File: src/include/adc_ref_touch_defines.svh
// Contract
// - Bit 4 set selects internal reference
// - Wait settle delay after reference power-up
// - Bit 1 powers reference down between conversions
// - External mode keeps internal reference off
// - Auto mode: reference on only during conversion
// - Bit 0 selects 1.2 V or 2.5 V
// - Reference fields read back as written
// - Precharge panel for selected time before sensing
// - Wait selected sense time for touch
// - Touch: drive panel, stabilize, then sample
`ifndef ADC_REF_TOUCH_DEFINES_SVH
`define ADC_REF_TOUCH_DEFINES_SVH

`define CLK_PERIOD_NS 25
`define US_CYCLES (1000 / `CLK_PERIOD_NS)

`define REG_PAGE 1'b1
`define REF_CTRL_ADDR 4'h3
`define TOUCH_TIMING_ADDR 4'h5

`define REF_CTRL_RESET 5'h02
`define TOUCH_TIMING_RESET 6'h00
`define REF_INT_BIT 4
`define REF_DLY_HI 3
`define REF_DLY_LO 2
`define REF_PDN_BIT 1
`define REF_VSEL_BIT 0
`define PRE_HI 5
`define PRE_LO 3
`define SNS_HI 2
`define SNS_LO 0

`define SETTLE_0_US 17'd0
`define SETTLE_1_US 17'd100
`define SETTLE_2_US 17'd500
`define SETTLE_3_US 17'd1000

`define PRE_0_US 17'd20
`define PRE_1_US 17'd84
`define PRE_2_US 17'd276
`define PRE_3_US 17'd340
`define PRE_4_US 17'd1044
`define PRE_5_US 17'd1108
`define PRE_6_US 17'd1300
`define PRE_7_US 17'd1364

`define SNS_0_US 17'd32
`define SNS_1_US 17'd96
`define SNS_2_US 17'd544
`define SNS_3_US 17'd608
`define SNS_4_US 17'd2080
`define SNS_5_US 17'd2144
`define SNS_6_US 17'd2592
`define SNS_7_US 17'd2656

`define PANEL_0_US 17'd0
`define PANEL_1_US 17'd100
`define PANEL_2_US 17'd500
`define PANEL_3_US 17'd1000
`define PANEL_4_US 17'd5000
`define PANEL_5_US 17'd10000
`define PANEL_6_US 17'd50000
`define PANEL_7_US 17'd100000

`endif

File: src/include/adc_ref_touch_pkg.sv
package adc_ref_touch_pkg;
    typedef logic [16:0] us_count_t;
    typedef enum logic [2:0] {
        ST_IDLE = 3'b000,
        ST_SETTLE = 3'b001,
        ST_PRECHG = 3'b010,
        ST_SENSE = 3'b011,
        ST_DRIVE = 3'b100,
        ST_SAMPLE = 3'b101,
        ST_CONVERT = 3'b110
    } seq_state_t;
endpackage

File: src/include/delay_timer_if.sv
`timescale 1ns/10ps
`default_nettype none
interface delay_timer_if;
    logic start;
    adc_ref_touch_pkg::us_count_t load_us;
    logic done;
    logic busy;
    modport ctrl(output start, output load_us, input done, input busy);
    modport timer(input start, input load_us, output done, output busy);
endinterface
`default_nettype wire

File: src/hdl/us_delay_timer.sv
`timescale 1ns/10ps
`default_nettype none
`include "adc_ref_touch_defines.svh"
module us_delay_timer
    import adc_ref_touch_pkg::*;
#(
    parameter logic [15:0] TICK_CYCLES = 16'(`US_CYCLES)
) (
    input wire logic i_sys_clk,
    input wire logic i_rst_b,
    delay_timer_if.timer tmr
);
    logic running_q;
    us_count_t cnt_q;
    logic [15:0] pre_q;
    wire logic tick_wrap;

    assign tick_wrap = (pre_q == TICK_CYCLES - 16'h0001);
    // Zero load finishes one cycle after start
    assign tmr.done = running_q && (cnt_q == 17'h00000);
    assign tmr.busy = running_q;

    always_ff @(posedge i_sys_clk or negedge i_rst_b) begin
        if (!i_rst_b) begin
            running_q <= 1'b0;
            cnt_q <= 17'h00000;
            pre_q <= 16'h0000;
        end else if (tmr.start) begin
            running_q <= 1'b1;
            cnt_q <= tmr.load_us;
            pre_q <= 16'h0000;
        end else if (tmr.done) begin
            running_q <= 1'b0;
        end else if (running_q) begin
            pre_q <= tick_wrap ? 16'h0000 : pre_q + 16'h0001;
            if (tick_wrap) begin
                cnt_q <= cnt_q - 17'h00001;
            end
        end
    end
endmodule
`default_nettype wire

File: src/hdl/adc_ref_touch_timing_ctrl.sv
`timescale 1ns/10ps
`default_nettype none
`include "adc_ref_touch_defines.svh"
module adc_ref_touch_timing_ctrl
    import adc_ref_touch_pkg::*;
#(
    // Shrink for simulation; all long waits scale with it
    parameter logic [15:0] TICK_CYCLES = 16'(`US_CYCLES)
) (
    input wire logic i_sys_clk,
    input wire logic i_rst_b,
    input wire logic i_reg_wr,
    input wire logic i_reg_rd,
    input wire logic i_reg_page,
    input wire logic [3:0] i_reg_addr,
    input wire logic [15:0] i_reg_wdata,
    output logic [15:0] o_reg_rdata,
    input wire logic i_self_ctrl,
    input wire logic [2:0] i_panel_settle_sel,
    input wire logic i_conv_req,
    input wire logic i_conv_done,
    input wire logic i_pen_sense,
    output logic o_int_ref_sel,
    output logic o_ref_voltage_sel,
    output logic o_int_ref_pwr,
    output logic o_ref_settled,
    output logic o_precharge_en,
    output logic o_sense_en,
    output logic o_panel_drv_en,
    output logic o_sample_start,
    output logic o_no_touch,
    output logic o_busy
);
    delay_timer_if tmr ();

    logic [4:0] ref_ctrl_q;
    logic [5:0] touch_timing_q;
    logic [15:0] rdata_q;
    seq_state_t state_q;
    seq_state_t state_d;
    logic settled_q;
    logic no_touch_q;
    logic pen_s1_q;
    logic pen_s2_q;
    logic pen_s3_q;
    logic pen_lvl_q;

    wire logic page_hit;
    wire logic ref_sel;
    wire logic tdt_sel;
    wire logic ref_wr;
    wire logic tdt_wr;
    wire logic ref_int;
    wire logic ref_auto_powerdown;
    wire logic [1:0] ref_settle_delay_sel;
    wire logic [2:0] precharge_sel;
    wire logic [2:0] sense_time_sel;
    wire logic ref_pwr;
    wire logic need_settle;
    wire seq_state_t first_meas;
    wire logic timed_next;
    wire logic [15:0] rdata_d;

    function automatic us_count_t settle_us(input logic [1:0] code);
        case (code)
            2'b00: settle_us = `SETTLE_0_US;
            2'b01: settle_us = `SETTLE_1_US;
            2'b10: settle_us = `SETTLE_2_US;
            default: settle_us = `SETTLE_3_US;
        endcase
    endfunction

    function automatic us_count_t precharge_us(input logic [2:0] code);
        case (code)
            3'b000: precharge_us = `PRE_0_US;
            3'b001: precharge_us = `PRE_1_US;
            3'b010: precharge_us = `PRE_2_US;
            3'b011: precharge_us = `PRE_3_US;
            3'b100: precharge_us = `PRE_4_US;
            3'b101: precharge_us = `PRE_5_US;
            3'b110: precharge_us = `PRE_6_US;
            default: precharge_us = `PRE_7_US;
        endcase
    endfunction

    function automatic us_count_t sense_us(input logic [2:0] code);
        case (code)
            3'b000: sense_us = `SNS_0_US;
            3'b001: sense_us = `SNS_1_US;
            3'b010: sense_us = `SNS_2_US;
            3'b011: sense_us = `SNS_3_US;
            3'b100: sense_us = `SNS_4_US;
            3'b101: sense_us = `SNS_5_US;
            3'b110: sense_us = `SNS_6_US;
            default: sense_us = `SNS_7_US;
        endcase
    endfunction

    function automatic us_count_t panel_us(input logic [2:0] code);
        case (code)
            3'b000: panel_us = `PANEL_0_US;
            3'b001: panel_us = `PANEL_1_US;
            3'b010: panel_us = `PANEL_2_US;
            3'b011: panel_us = `PANEL_3_US;
            3'b100: panel_us = `PANEL_4_US;
            3'b101: panel_us = `PANEL_5_US;
            3'b110: panel_us = `PANEL_6_US;
            default: panel_us = `PANEL_7_US;
        endcase
    endfunction

    assign page_hit = (i_reg_page == `REG_PAGE);
    assign ref_sel = page_hit && (i_reg_addr == `REF_CTRL_ADDR);
    assign tdt_sel = page_hit && (i_reg_addr == `TOUCH_TIMING_ADDR);
    assign ref_wr = i_reg_wr && ref_sel;
    assign tdt_wr = i_reg_wr && tdt_sel;

    assign ref_int = ref_ctrl_q[`REF_INT_BIT];
    assign ref_auto_powerdown = ref_ctrl_q[`REF_PDN_BIT];
    assign ref_settle_delay_sel = ref_ctrl_q[`REF_DLY_HI:`REF_DLY_LO];
    assign precharge_sel = touch_timing_q[`PRE_HI:`PRE_LO];
    assign sense_time_sel = touch_timing_q[`SNS_HI:`SNS_LO];

    assign rdata_d = ref_sel ? {11'h000, ref_ctrl_q} :
                     tdt_sel ? {10'h000, touch_timing_q} : 16'h0000;

    always_ff @(posedge i_sys_clk or negedge i_rst_b) begin
        if (!i_rst_b) begin
            ref_ctrl_q <= `REF_CTRL_RESET;
            touch_timing_q <= `TOUCH_TIMING_RESET;
            rdata_q <= 16'h0000;
        end else begin
            if (ref_wr) begin
                ref_ctrl_q <= i_reg_wdata[4:0];
            end
            if (tdt_wr) begin
                touch_timing_q <= i_reg_wdata[5:0];
            end
            if (i_reg_rd) begin
                rdata_q <= rdata_d;
            end
        end
    end
    assign o_reg_rdata = rdata_q;

    // Three stages; first stage feeds only the second
    always_ff @(posedge i_sys_clk or negedge i_rst_b) begin
        if (!i_rst_b) begin
            pen_s1_q <= 1'b0;
            pen_s2_q <= 1'b0;
            pen_s3_q <= 1'b0;
            pen_lvl_q <= 1'b0;
        end else begin
            pen_s1_q <= i_pen_sense;
            pen_s2_q <= pen_s1_q;
            pen_s3_q <= pen_s2_q;
            if (pen_s2_q == pen_s3_q) begin
                pen_lvl_q <= pen_s3_q;
            end
        end
    end

    assign o_int_ref_sel = ref_int;
    assign o_ref_voltage_sel = ref_ctrl_q[`REF_VSEL_BIT];
    assign ref_pwr = ref_int && (!ref_auto_powerdown || (state_q != ST_IDLE));
    assign o_int_ref_pwr = ref_pwr;

    assign need_settle = ref_int && !settled_q;
    assign first_meas = i_self_ctrl ? ST_PRECHG : ST_SAMPLE;

    always_comb begin
        state_d = state_q;
        case (state_q)
            ST_IDLE: begin
                if (i_conv_req) begin
                    state_d = need_settle ? ST_SETTLE : first_meas;
                end
            end
            ST_SETTLE: begin
                if (tmr.done) begin
                    state_d = first_meas;
                end
            end
            ST_PRECHG: begin
                if (tmr.done) begin
                    state_d = ST_SENSE;
                end
            end
            ST_SENSE: begin
                if (tmr.done) begin
                    state_d = pen_lvl_q ? ST_DRIVE : ST_IDLE;
                end
            end
            ST_DRIVE: begin
                if (tmr.done) begin
                    state_d = ST_SAMPLE;
                end
            end
            ST_SAMPLE: begin
                state_d = ST_CONVERT;
            end
            ST_CONVERT: begin
                if (i_conv_done) begin
                    state_d = ST_IDLE;
                end
            end
            default: begin
                state_d = ST_IDLE;
            end
        endcase
    end

    assign timed_next = (state_d == ST_SETTLE) || (state_d == ST_PRECHG) ||
                        (state_d == ST_SENSE) || (state_d == ST_DRIVE);
    assign tmr.start = (state_d != state_q) && timed_next;
    assign tmr.load_us = (state_d == ST_SETTLE) ? settle_us(ref_settle_delay_sel) :
                         (state_d == ST_PRECHG) ? precharge_us(precharge_sel) :
                         (state_d == ST_SENSE) ? sense_us(sense_time_sel) :
                         panel_us(i_panel_settle_sel);

    always_ff @(posedge i_sys_clk or negedge i_rst_b) begin
        if (!i_rst_b) begin
            state_q <= ST_IDLE;
            settled_q <= 1'b0;
            no_touch_q <= 1'b0;
        end else begin
            state_q <= state_d;
            // lost whenever the reference is off
            if (!ref_pwr) begin
                settled_q <= 1'b0;
            end else if ((state_q == ST_SETTLE) && tmr.done) begin
                settled_q <= 1'b1;
            end
            no_touch_q <= (state_q == ST_SENSE) && tmr.done && !pen_lvl_q;
        end
    end

    assign o_ref_settled = settled_q;
    assign o_precharge_en = (state_q == ST_PRECHG);
    assign o_sense_en = (state_q == ST_SENSE);
    assign o_panel_drv_en = (state_q == ST_DRIVE) || (state_q == ST_SAMPLE) ||
                            ((state_q == ST_CONVERT) && i_self_ctrl);
    assign o_sample_start = (state_q == ST_SAMPLE);
    assign o_no_touch = no_touch_q;
    assign o_busy = (state_q != ST_IDLE);

    us_delay_timer #(
        .TICK_CYCLES(TICK_CYCLES)
    ) u_timer (
        .i_sys_clk(i_sys_clk),
        .i_rst_b(i_rst_b),
        .tmr(tmr)
    );
endmodule
`default_nettype wire

File: config.mk
export PLATFORM = sky130hd
export DESIGN_NAME = adc_ref_touch_timing_ctrl
export DESIGN_NICKNAME = d
export VERILOG_FILES = /design/src/include/adc_ref_touch_pkg.sv /design/src/include/delay_timer_if.sv /design/src/hdl/us_delay_timer.sv /design/src/hdl/adc_ref_touch_timing_ctrl.sv
export VERILOG_INCLUDE_DIRS = /design/src /design/src/include
export SDC_FILE = /design/constraint.sdc
export NUM_CORES = 1
export LEC_CHECK = 0
export BUFFER_PORTS_ARGS = -buffer_cell sky130_fd_sc_hd__buf_2
export CAP_MARGIN = 20
export CORE_ASPECT_RATIO = 1.75
export CORE_MARGIN = 3
export CORE_UTILIZATION = 52
export DETAILED_ROUTE_END_ITERATION = 16
export PLACE_DENSITY = 0.84
export SLEW_MARGIN = 15
export SYNTH_ARGS = -nofsm -noshare
export SYNTH_HDL_FRONTEND = slang
export SYNTH_SLANG_ARGS = --single-unit
File: constraint.sdc
create_clock -name i_sys_clk -period 2.3 [get_ports i_sys_clk]
set_clock_uncertainty 0.1 [all_clocks]
set_input_delay 0.575 -clock i_sys_clk [delete_from_list [all_inputs] [get_ports i_sys_clk]]
set_output_delay 0.575 -clock i_sys_clk [all_outputs]
set_load 0.005 [all_outputs]
==> metrics.txt <==
clock root buffer=clkbuf_16; total power=0.008325 W; Placeable Area=0.007007 mm²; CTS HTree Levels=3; Rel. slew slack=41.24%; run status=complete, but fails checks; Mean Syn Cell Area=9.302 µm²; Critical Path AT=2.95 ns; Crit path max-delay family=simple AND/OR/NAND/NOR gates; fin cells=637; die area=0.008477 mm²; Crit Path Class=reg -> reg; crit path time final=2.824 ns; Seq/Total Area, Yosys=39.21%; Async SR Flop Fraction=100.0%; Main synth FF type=dfrtp_1; RSZ-0062 raised after global routing=true; WL final=14.46 mm; Routability Congestion=0.9128; worst r2r src=u_timer.cnt_q[0]; Vias/cell=6.556; fraction of layout cells with a size suffix above 1=41.95%; num rows=40; Hold/Removal Path Class=in -> async; CTS max path bufs=2; Antenna Nets Post-Route=0; drc violations=0; CP startpoint kind=register; failing checks=setup timing; Slew @ Worst Pin=0.8762 ns; Clock Latency Late Sink=0.34 ns; Layout area overhead=40.42%; routed vias=4176; Iteration-0 DRC Markers=369; initial antenna violation count=0; mapped cell area=0.003832 mm²; total I/O pin count=58; ANT cells=0; Worst Setup End Kind=register; Remaining Overflow, GRT=0; Die H=119.6 µm; max_cap viols=0; Slew Viols, Final=0; Final setup viols=37; peak supply drop=1224 µV; slowest CP cell=dfrtp_1; Die X-Extent=70.90 µm; PwrDens=1547 mW/mm²; Tcrit/Tclk final=122.8%; Initial Utilization=54.70%; RR Endpoint=u_timer.cnt_q[7]; critical path's largest stage delay=0.39 ns; Cells after Synth=412; DR WL/cell=22.70 µm; DRT Pass-1 Iters=6; YS warnings=0; Top cell by count, worst path=buf_4; Fin Hold WS=0.1378 ns; gr usage total=30.52%; CTS Sinks=60; vias in the first global route=4128; final net count=586; setup slack after layout=-0.5239 ns; worst setup path start=u_timer.cnt_q[0]; Distinct cells, synth=74; largest net degree at the start of global routing=37; hold buffers post-CTS=0; FF+latch count, synth=60; number of synthesized flops with an enable pin=0; Leakage=2.459 nW; worst-path cell chain=inv_2 -> ha_4 -> nor4b_4 -> buf_4 -> nand4_4 -> buf_4 -> nor3_2 -> a211oi_4 -> o21a_2 -> nor2_4 -> buf_12 -> mux2_2; CP bufs+invs=4; flop-to-flop setup slack=-0.52 ns; FMAX=354.1 MHz; Critical Path RT=2.42 ns; clock transition at the registers of the reported paths=0.05 ns; PortBufs=37; clock tree from TritonCTS=yes; clock buffer count from CTS=9; first-pass GRT wire length=19.94 mm; dpl cells=597; Hold Fails Final Rpt=0; Max FO, Critical Path=8; DPL Wire Length=7.850 mm; Worst R2R Path Depth=12
-- power by group --
group          switching, W  total (W)  internal [W]  leakage, nW
sequential         0.000225    0.00149       0.00126        0.777
clock              0.000491    0.00152       0.00103        0.169
combinational       0.00269    0.00531       0.00262         1.51
total               0.00341    0.00832       0.00492         2.46
-- cells by family (layout without fill, tap and decap cells) --
kind of cell | count (synthesis) | count (layout) | share of synthesized area, %
compound gates | 98 | 98 | 17.92
xor+xnor | 15 | 15 | 3.428
fa+ha+maj | 7 | 7 | 2.220
buf+inv | 44 | 176 | 6.399
flops | 60 | 60 | 39.21
mux | 21 | 21 | 6.040
other cells | 1 | 10 | 0.09785
simple gates | 166 | 166 | 24.68
-- flip-flops by register name, indices dropped and copies added, names as in the netlist --
| name | flops |
|---|---|
| u_timer.cnt_q | 17 |
| u_timer.pre_q | 16 |
| o_reg_rdata | 6 |
| touch_timing_q | 6 |
| ref_ctrl_q | 5 |
| state_q | 3 |
| o_no_touch | 1 |
| o_ref_settled | 1 |
| pen_lvl_q | 1 |
| pen_s1_q | 1 |
| pen_s2_q | 1 |
| pen_s3_q | 1 |
| u_timer.tmr.busy | 1 |
-- metal layers --
layer | global-route usage [%] | vias to the layer above | part of all wire [%]
met4 | 20.12 | 0 | 8.3
met2 | 55.87 | 306 | 53
met5 | 0 | - | 0
met3 | 7.209 | 120 | 6.9
met1 | 29.28 | 1997 | 32
li1 | - | 1753 | -
-- synthesized netlist by cell type, drive strengths merged (3+ instances only) --
library cell | n | area share (%)
xnor2 | 5 | 1.1
and4 | 4 | 0.98
or3 | 3 | 0.49
nand3b | 5 | 0.98
ha | 6 | 2.0
a31oi | 4 | 0.65
a21boi | 3 | 0.59
nand2 | 29 | 3.0
mux2 | 14 | 4.2
a221oi | 3 | 1.0
nor3 | 20 | 2.9
a211oi | 6 | 1.3
and3 | 4 | 0.65
a22oi | 7 | 1.4
nor3b | 7 | 1.4
o21a | 4 | 0.82
buf | 20 | 4.0
o21ai | 25 | 3.4
xor2 | 10 | 2.3
nor2 | 44 | 4.5
nand4 | 6 | 1.4
mux2i | 7 | 1.8
nor2b | 4 | 0.65
o2bb2ai | 3 | 0.69
dfrtp | 59 | 39
nand3 | 14 | 1.8
nor4 | 7 | 1.9
clkbuf | 6 | 0.59
a21oi | 25 | 3.5
nand2b | 8 | 1.3
inv | 18 | 1.8
-- metrics by stage --
stage / TNS, ns / worst slack [ns] / instance area (µm²) / util [%]
after floorplan: -1.372 / -0.2079 / 3876 / -
after global placement: -6.616 / -0.2890 / 4612 / 65.82
after detailed placement: -8.678 / -0.3818 / 4612 / 65.82
after CTS: -6.176 / -0.2720 / 5190 / 74.07
after global routing: -15.73 / -0.5638 / 5381 / 76.80
final: -13.86 / -0.5239 / 5381 / 76.80
-- what timing repair did --
item	CTS	global route
resized for setup	30	26
gates cloned	1	0
setup buffers	12	12
pin swaps	13	11
hold endpoints to repair	0	0
setup endpoints to repair	36	36
-- layout make-up --
| class | instances | area [µm²] |
|---|---|---|
| Sequential cell | 60 | 1505 |
| Tap cell | 84 | 105.1 |
| Fill cell | 411 | 1625 |
| Clock buffer | 12 | 266.5 |
| Timing Repair Buffer | 142 | 1059 |
| Multi-Input combinational cell | 317 | 2302 |
| Inverter | 18 | 73.82 |
| Clock inverter | 4 | 70.07 |
-- worst max-delay path by stage --
stage                              endpoint  slack, ns  cells past startpoint
after floorplan           u_timer.cnt_q[10]      -0.21                     10
after global placement    u_timer.cnt_q[10]      -0.29                     10
after detailed placement  u_timer.cnt_q[10]      -0.38                     10
after CTS                  u_timer.cnt_q[7]      -0.27                     11
after global routing       u_timer.cnt_q[7]      -0.56                     12
final                      u_timer.cnt_q[7]      -0.52                     12
-- placed cells by master, fill, tap and decap left out, drive strengths merged, types with 3 or more instances in the layout --
master and n:
buf 141, dfrtp 59, nor2 44, nand2 29, a21oi 25, o21ai 25
nor3 20, inv 17, nand3 14, mux2 14, clkbuf 13, xor2 10
conb 10, nand2b 8, a22oi 7, nor3b 7, mux2i 7, nor4 7
nand4 6, ha 6, a211oi 6, nand3b 5, xnor2 5, and3 4
nor2b 4, a31oi 4, o21a 4, and4 4, or3 3, o2bb2ai 3
a21boi 3, a221oi 3
No activity file was read; power rests on OpenSTA's default activity.
